[src/core/anm_consts.vh]
// Purpose: shared constants for the host port controller of the nv word memory
// Assumes: 20 MHz mclk, 50 ns period
// Notes: times kept in their own unit, cycle counts derived from them
`ifndef ANM_CONSTS_VH
`define ANM_CONSTS_VH
`define ANM_CLK_PERIOD_NS 50
`define ANM_CLK_HZ 20000000
`define ANM_ADDR_W 18
`define ANM_DATA_W 16
`define ANM_WORDS 262144
`define ANM_STARTUP_US 2000
`define ANM_STARTUP_CYC ((`ANM_STARTUP_US * 20) + 1)
`define ANM_RD_CYCLE_NS 35
`define ANM_RD_CYCLE_CYC ((`ANM_RD_CYCLE_NS + `ANM_CLK_PERIOD_NS - 1) / `ANM_CLK_PERIOD_NS)
`define ANM_ACCESS_NS 35
`define ANM_ACCESS_CYC ((`ANM_ACCESS_NS + `ANM_CLK_PERIOD_NS - 1) / `ANM_CLK_PERIOD_NS)
`define ANM_WR_PULSE_NS 15
`define ANM_WR_PULSE_CYC ((`ANM_WR_PULSE_NS + `ANM_CLK_PERIOD_NS - 1) / `ANM_CLK_PERIOD_NS)
`define ANM_ST_LOCK 3'h0
`define ANM_ST_IDLE 3'h1
`define ANM_ST_RDWAIT 3'h2
`define ANM_ST_RDCAP 3'h3
`define ANM_ST_WRPULSE 3'h4
`define ANM_ST_WREND 3'h5
`endif

[src/core/anm_host_ctrl.v]
// Purpose: host controller driving an asynchronous 256K x 16 non-volatile memory port
// Assumes: 20 MHz mclk; supplyOk is an asynchronous level from a supply monitor
// Notes: one access at a time; reqReady is the handshake for the user side
// Overview of operation
// - after supply rises the controller waits 2 ms before any read or write.
// - the controller holds chip select and write strobe high through power-up lockout.
// - after a brownout seen in idle or lockout the controller waits the full startup interval again.
// - each read cycle between address changes lasts at least 35 ns.
`timescale 1ns/1ns
`include "anm_consts.vh"
module anm_host_ctrl #(
  parameter ADDR_W = `ANM_ADDR_W,
  parameter STARTUP_CYC = `ANM_STARTUP_CYC
) (
  // clock and reset
  input wire mclk,
  input wire nrst,
  // supply monitor
  input wire supplyOk,
  // user request side
  input wire reqValid,
  output wire reqReady,
  input wire reqWrite,
  input wire [ADDR_W-1:0] reqAddr,
  input wire [1:0] reqByteEn,
  input wire [15:0] reqWdata,
  output reg rspValid,
  output reg [15:0] rspRdata,
  output wire memReady,
  // memory pins
  output reg [ADDR_W-1:0] memAddr,
  output reg chipSelect_n,
  output reg writeStrobe_n,
  output reg outputDrive_n,
  output reg low_byte_select_n,
  output reg high_byte_select_n,
  input wire [7:0] lowByteLaneIn,
  output reg [7:0] lowByteLaneOut,
  output reg lowByteLaneOe,
  input wire [7:0] highByteLaneIn,
  output reg [7:0] highByteLaneOut,
  output reg highByteLaneOe
);
  ////////////////////////////////////////////////////////////////////////////
  localparam ST_LOCK = `ANM_ST_LOCK;
  localparam ST_IDLE = `ANM_ST_IDLE;
  localparam ST_RDWAIT = `ANM_ST_RDWAIT;
  localparam ST_RDCAP = `ANM_ST_RDCAP;
  localparam ST_WRPULSE = `ANM_ST_WRPULSE;
  localparam ST_WREND = `ANM_ST_WREND;
  // counts are worked out as integers, then cut to the phase counter width on purpose
  localparam integer RD_CYC_I = `ANM_ACCESS_CYC;
  localparam integer WR_CYC_I = `ANM_WR_PULSE_CYC;
  localparam [2:0] RD_CYC = RD_CYC_I[2:0];
  localparam [2:0] WR_CYC = WR_CYC_I[2:0];
  localparam [31:0] LOCK_LAST = STARTUP_CYC - 1;

  wire supplyOkSync;
  wire [15:0] laneSync;
  reg [2:0] state_q;
  reg [2:0] state_d;
  reg [31:0] lockCnt_q;
  reg [2:0] phaseCnt_q;

  // lanes are sampled after the access time, but still pass two flops
  anm_sync2 #(.WIDTH(1)) uSupply (
    .mclk(mclk),
    .nrst(nrst),
    .asyncIn(supplyOk),
    .syncOut(supplyOkSync)
  );
  anm_sync2 #(.WIDTH(16)) uLanes (
    .mclk(mclk),
    .nrst(nrst),
    .asyncIn({highByteLaneIn, lowByteLaneIn}),
    .syncOut(laneSync)
  );

  ////////////////////////////////////////////////////////////////////////////
  // only idle with at least one lane named as valid is a legal access
  assign memReady = (state_q == ST_IDLE);
  assign reqReady = memReady && supplyOkSync;

  always @* begin
    state_d = state_q;
    case (state_q)
      ST_LOCK: begin
        if (supplyOkSync && lockCnt_q == LOCK_LAST) begin
          state_d = ST_IDLE;
        end
      end
      ST_IDLE: begin
        if (!supplyOkSync) begin
          state_d = ST_LOCK;
        end else if (reqValid && reqByteEn != 2'h0) begin
          state_d = reqWrite ? ST_WRPULSE : ST_RDWAIT;
        end
      end
      ST_RDWAIT: begin
        // two extra cycles cover the lane synchroniser
        if (phaseCnt_q == RD_CYC + 3'h1) begin
          state_d = ST_RDCAP;
        end
      end
      ST_RDCAP: state_d = ST_IDLE;
      ST_WRPULSE: begin
        if (phaseCnt_q == WR_CYC - 3'h1) begin
          state_d = ST_WREND;
        end
      end
      ST_WREND: state_d = ST_IDLE;
      default: state_d = ST_LOCK;
    endcase
  end

  ////////////////////////////////////////////////////////////////////////////
  always @(posedge mclk or negedge nrst) begin
    if (!nrst) begin
      state_q <= ST_LOCK;
      lockCnt_q <= 32'h0;
      phaseCnt_q <= 3'h0;
    end else begin
      state_q <= state_d;
      // counter restarts whenever the supply drops out
      if (!supplyOkSync) begin
        lockCnt_q <= 32'h0;
      end else if (state_q == ST_LOCK && lockCnt_q != LOCK_LAST) begin
        lockCnt_q <= lockCnt_q + 32'h1;
      end else if (state_q != ST_LOCK) begin
        lockCnt_q <= 32'h0;
      end
      if (state_d != state_q) begin
        phaseCnt_q <= 3'h0;
      end else begin
        phaseCnt_q <= phaseCnt_q + 3'h1;
      end
    end
  end

  ////////////////////////////////////////////////////////////////////////////
  // pins: every strobe and select idles high and the lanes undriven (memAddr keeps the last address), so the device sees no access
  always @(posedge mclk or negedge nrst) begin
    if (!nrst) begin
      memAddr <= {ADDR_W{1'b0}};
      chipSelect_n <= 1'b1;
      writeStrobe_n <= 1'b1;
      outputDrive_n <= 1'b1;
      low_byte_select_n <= 1'b1;
      high_byte_select_n <= 1'b1;
      lowByteLaneOut <= 8'h0;
      highByteLaneOut <= 8'h0;
      lowByteLaneOe <= 1'b0;
      highByteLaneOe <= 1'b0;
      rspValid <= 1'b0;
      rspRdata <= 16'h0;
    end else begin
      rspValid <= 1'b0;
      case (state_d)
        ST_RDWAIT, ST_RDCAP: begin
          chipSelect_n <= 1'b0;
          outputDrive_n <= 1'b0;
          writeStrobe_n <= 1'b1;
          lowByteLaneOe <= 1'b0;
          highByteLaneOe <= 1'b0;
        end
        ST_WRPULSE: begin
          chipSelect_n <= 1'b0;
          outputDrive_n <= 1'b1;
          writeStrobe_n <= 1'b0;
        end
        ST_WREND: begin
          // strobe rises while data and address still stand
          writeStrobe_n <= 1'b1;
          chipSelect_n <= 1'b0;
        end
        default: begin
          chipSelect_n <= 1'b1;
          writeStrobe_n <= 1'b1;
          outputDrive_n <= 1'b1;
          low_byte_select_n <= 1'b1;
          high_byte_select_n <= 1'b1;
          lowByteLaneOe <= 1'b0;
          highByteLaneOe <= 1'b0;
        end
      endcase
      if (state_q == ST_IDLE && state_d != ST_IDLE && state_d != ST_LOCK) begin
        memAddr <= reqAddr;
        low_byte_select_n <= ~reqByteEn[0];
        high_byte_select_n <= ~reqByteEn[1];
        lowByteLaneOut <= reqWdata[7:0];
        highByteLaneOut <= reqWdata[15:8];
        // an unselected lane is never driven on a write
        lowByteLaneOe <= reqWrite & reqByteEn[0];
        highByteLaneOe <= reqWrite & reqByteEn[1];
      end
      if (state_q == ST_RDCAP) begin
        // address held at least two cycles, well past the least read cycle
        rspValid <= 1'b1;
        // an unselected lane reads back as zero, never as a floating pin
        if (low_byte_select_n) begin
          rspRdata[7:0] <= 8'h0;
        end else begin
          rspRdata[7:0] <= laneSync[7:0];
        end
        if (high_byte_select_n) begin
          rspRdata[15:8] <= 8'h0;
        end else begin
          rspRdata[15:8] <= laneSync[15:8];
        end
      end else if (state_q == ST_WREND) begin
        rspValid <= 1'b1;
      end
    end
  end
endmodule // anm_host_ctrl

[src/core/anm_sync2.v]
// Purpose: two-flop synchroniser for a level from outside mclk
// Assumes: first flop read only by the second
// Notes: reset value is all zeros at every width
`timescale 1ns/1ns
module anm_sync2 #(
  parameter WIDTH = 1
) (
  // clock and reset
  input wire mclk,
  input wire nrst,
  // data
  input wire [WIDTH-1:0] asyncIn,
  output reg [WIDTH-1:0] syncOut
);
  reg [WIDTH-1:0] meta_q;
  always @(posedge mclk or negedge nrst) begin
    if (!nrst) begin
      meta_q <= {WIDTH{1'b0}};
      syncOut <= {WIDTH{1'b0}};
    end else begin
      meta_q <= asyncIn;
      syncOut <= meta_q;
    end
  end
endmodule // anm_sync2

[config.mk]
export PLATFORM = sky130hd
export DESIGN_NAME = anm_host_ctrl
export DESIGN_NICKNAME = d
export VERILOG_FILES = /design/src/core/anm_host_ctrl.v /design/src/core/anm_sync2.v
export VERILOG_INCLUDE_DIRS = /design/src /design/src/core
export SDC_FILE = /design/constraint.sdc
export NUM_CORES = 1
export LEC_CHECK = 0
export ABC_AREA = 1
export BUFFER_PORTS_ARGS = -buffer_cell sky130_fd_sc_hd__buf_2
export CAP_MARGIN = 40
export CORE_MARGIN = 1.5
export CORE_UTILIZATION = 40
export DETAILED_ROUTE_END_ITERATION = 8
export GPL_TIMING_DRIVEN = 0
export PLACE_DENSITY_LB_ADDON = 0.1
export SLEW_MARGIN = 40
export SYNTH_ARGS = -nofsm -noshare
export SYNTH_HDL_FRONTEND = slang
export SYNTH_SLANG_ARGS = --single-unit
[constraint.sdc]
create_clock -name mclk -period 2.1 [get_ports mclk]
set_input_delay 0.315 -clock mclk [delete_from_list [all_inputs] [get_ports mclk]]
set_output_delay 0.315 -clock mclk [all_outputs]
set_load 0.03 [all_outputs]
==> results.json <==
{
  "worst_r2r_path_depth": 10,
  "pwr_density_nw_per_um2": 1230,
  "worst-path-max-fanout": 10,
  "grt_remaining_overflow": 0,
  "syn_to_final_growth_pct": 28.9,
  "final-hold-violation-count": 0,
  "ys.warnings.count": 0,
  "syn-instance-count": 621,
  "setup_total_negative_slack_ps": 0,
  "final_layout_size_suffix_gt1_share_pct": 23.5,
  "leakagePower_nw": 3.66,
  "cts_tree": "yes",
  "ys_seq_area_share_pct": 58.9,
  "floorplan.initialDensity_pct": 41.4,
  "worst_hold_path.endpoint": "uLanes.meta_q[0]$_DFF_PN0_",
  "drt-vias-per-instance": 4.75,
  "place.port_buffers": 116,
  "finalMaxSlewViolations": 0,
  "layout.cells.non_filler": 960,
  "total_power_w": 0.00873,
  "synth_top_cell_by_area": "sky130_fd_sc_hd__dfrtp_1",
  "tightest_slew_ps": 464,
  "finish.utilization_pct": 53.4,
  "r2r-start": "lockCnt_q[0]$_DFFE_PN0P_",
  "post_synth_xor_area_fraction_pct": 0.792,
  "worst_clock_skew_ps": 6.05,
  "clockBufferDepth": 2,
  "worst_ir_drop_vdd_mv": 0.680,
  "synth_edf_count": 0,
  "cts_inserted_buffers": 17,
  "outcome": "finished, final reports clean",
  "whs_ps": 14.7,
  "synth_compound_gate_area_share_pct": 5.45,
  "setup_viol": 0,
  "synth.distinct_cells": 32,
  "worst_path_largest_cell_delay_ps": 460,
  "drc_errors": 0,
  "grt_max_degree": 75,
  "detailed_place_hpwl_mm": 9.06,
  "worst_setup_path_end_kind": "output port",
  "start_kind": "flip-flop",
  "rows": 42,
  "reg2reg_setup_slack_ps": 290,
  "yosys_register_bits": 130,
  "path_delay_family": "buffers and inverters",
  "synth_simple_gate_area_share_pct": 27.0,
  "width_of_the_die_um": 121,
  "total_number_of_vias": 4562,
  "synthDominantCellAreaShare_pct": 56.6,
  "synth_top_family_by_area": "simple AND/OR/NAND/NOR gates",
  "yosys-mux-area-fraction_pct": 0,
  "max_freq_ghz": 0.507,
  "worst-setup-path-type": "reg2out",
  "diodes": 0,
  "grt_pass1_vias": 4392,
  "crit_start": "state_q[2]$_DFF_PN0_",
  "rr_endpoint": "lockCnt_q[26]$_DFFE_PN0P_",
  "setup_repair_after_global_routing_missed_its_margin": "no",
  "clock_insertion_delay_worst_skew_ps": 410,
  "post-cts-setup-buffer-count": 0,
  "cts.sink_count": 130,
  "post_synth_instance_area_um2": 5530,
  "synth.area.top_cells": "sky130_fd_sc_hd__dfrtp_1, sky130_fd_sc_hd__nand2_1, sky130_fd_sc_hd__nand3_1, sky130_fd_sc_hd__inv_1, sky130_fd_sc_hd__nor2_1",
  "finalWeightedCongestion": 0.841,
  "hold_path_depth": 1,
  "final.fill_count": 1273,
  "wire_length_of_the_first_global_routing_pass_mm": 21.0,
  "minimum_period_implied_by_the_final_worst_setup_slack_ps": 1970,
  "class_of_the_tightest_hold_or_removal_check": "in2reg",
  "floorplan.io_pins": 117,
  "avgSynthCellArea_um2": 8.90,
  "path_clk_slew_ps": 60,
  "synth_ff_type": "sky130_fd_sc_hd__dfrtp_1",
  "worst_path_max_delay_cell": "sky130_fd_sc_hd__dfrtp_1",
  "antenna_violations_before_repair": 0,
  "cp_num_buf_inv": 4,
  "path_cells": "inv_4 -> nand3_1 -> inv_2 -> clkbuf_4 -> buf_2",
  "drt_iter0_markers": 236,
  "ant_nets": 0,
  "route.final.wire_length_mm": 12.7,
  "wl_per_cell_um": 13.3,
  "min_period_over_period_pct": 93.8,
  "worst_hold_startpoint": "lowByteLaneIn[0]",
  "max_slew_margin_pct": 69.1,
  "max_cap_violations": 0,
  "core_area_um2": 13300,
  "syn_nets": 685,
  "post_layout_nets": 835,
  "worstPathArrival_ps": 1660,
  "drt_first_pass_iters": 4,
  "placed_cells": 914,
  "grt.total_usage_pct": 18.5,
  "root_buffer": "sky130_fd_sc_hd__clkbuf_16",
  "worst_ep_required_time_ps": 1780,
  "ctsHtreeMaxLevel": 4,
  "synthAdderAreaFrac_pct": 1.58,
  "die_h_um": 121,
  "die-area_um2": 14500,
  "asyncSetResetFlopFracSynth_pct": 100
}
[report_power, final]
group          leakage [nW]  switching (W)  internal [W]
registers              1.69       0.000238       0.00294
clock network         0.290        0.00105       0.00201
logic                  1.69        0.00174      0.000763
[flip-flops by register name, summed over array words and instances (netlist names), 3 cells and up]
name / cells
lowByteLaneOut: 8
rspRdata: 16
lockCnt_q: 32
highByteLaneOut: 8
phaseCnt_q: 3
state_q: 3
memAddr: 18
uLanes.syncOut: 16
uLanes.meta_q: 16
[timing repair]
item / 4_1_cts / 5_1_grt
hold buffers: 13 / 1
resized for setup: 0 / 4
hold endpoints to repair: 66 / 1
endpoints found under the setup margin: 0 / 2
[cell families after synthesis]
group           Yosys count
flops                   130
buf+inv                  80
xor+xnor                  5
fa+ha+maj                 7
simple gates            342
compound gates           57
[worst max-delay path by stage]
stage,to,slack [ps],cells past startpoint
after floorplan,high_byte_select_n$_DFFE_PN1P_,490,11
after global placement,highByteLaneOut[6]$_DFFE_PN0P_,-1070,1
after detailed placement,lockCnt_q[26]$_DFFE_PN0P_,190,10
after CTS,memReady,10,5
after global routing,memReady,50,5
final,memReady,130,5
[metrics by stage]
stage,cell area (µm²),setup WS (ps)
2_1_floorplan,5530,487
3_3_place_gp,6330,-1070
3_5_place_dp,6370,195
4_1_cts,7110,13.2
5_1_grt,7130,51.4
6_report,7130,129
[cells in the mapped netlist (5+ instances only)]
library cell / instances
sky130_fd_sc_hd__nand2_1: 181
sky130_fd_sc_hd__dfstp_2: 5
sky130_fd_sc_hd__dfrtp_1: 125
sky130_fd_sc_hd__a21oi_1: 21
sky130_fd_sc_hd__o21ai_0: 33
sky130_fd_sc_hd__buf_2: 7
sky130_fd_sc_hd__nand3_1: 63
sky130_fd_sc_hd__clkbuf_1: 5
sky130_fd_sc_hd__nor3_1: 11
sky130_fd_sc_hd__nor2_2: 5
sky130_fd_sc_hd__nand4_1: 13
sky130_fd_sc_hd__nor2_1: 58
sky130_fd_sc_hd__inv_1: 58
sky130_fd_sc_hd__ha_1: 7
[placed cells by master (no fill, tap or decap), drive strengths merged, types with 3 or more instances in the layout]
master / netlist / layout
clkinvlp: 0 / 3
dfstp: 5 / 5
nor2: 63 / 63
ha: 7 / 7
nand4: 14 / 14
bufinv: 0 / 4
a21oi: 23 / 23
xor2: 4 / 4
o21ai: 33 / 33
dfrtp: 125 / 125
clkbuf: 5 / 28
buf: 13 / 129
dlygate4sd3: 0 / 14
nand3: 65 / 65
nand2: 184 / 184
nor3: 13 / 13
inv: 62 / 62
clkinv: 0 / 3
[per-layer routing]
| layer | GRT usage [%] | wire (µm) | part of all wire (%) | vias up |
|---|---|---|---|---|
| met5 | 0 | 0 | 0 | - |
| met4 | 7.65 | 239 | 1.9 | 0 |
| met3 | 4.81 | 589 | 4.6 | 19 |
| met2 | 28.8 | 6030 | 47 | 100 |
| met1 | 24.4 | 5870 | 46 | 2160 |
| li1 | - | - | - | 2283 |
[layout make-up]
| type | count | area [µm²] | area share (%) |
|---|---|---|---|
| plain buffers | 18 | 113 | 1.58 |
| clock buffers | 22 | 454 | 6.37 |
| clock inverters | 10 | 158 | 2.21 |
| inverters | 62 | 238 | 3.34 |
| multi-input cells | 411 | 1930 | 27.0 |
| flip-flops and latches | 130 | 3260 | 45.7 |
| well taps | 176 | 220 | 3.09 |
| repair buffers | 131 | 758 | 10.6 |
No activity file was read; power rests on OpenSTA's default activity.
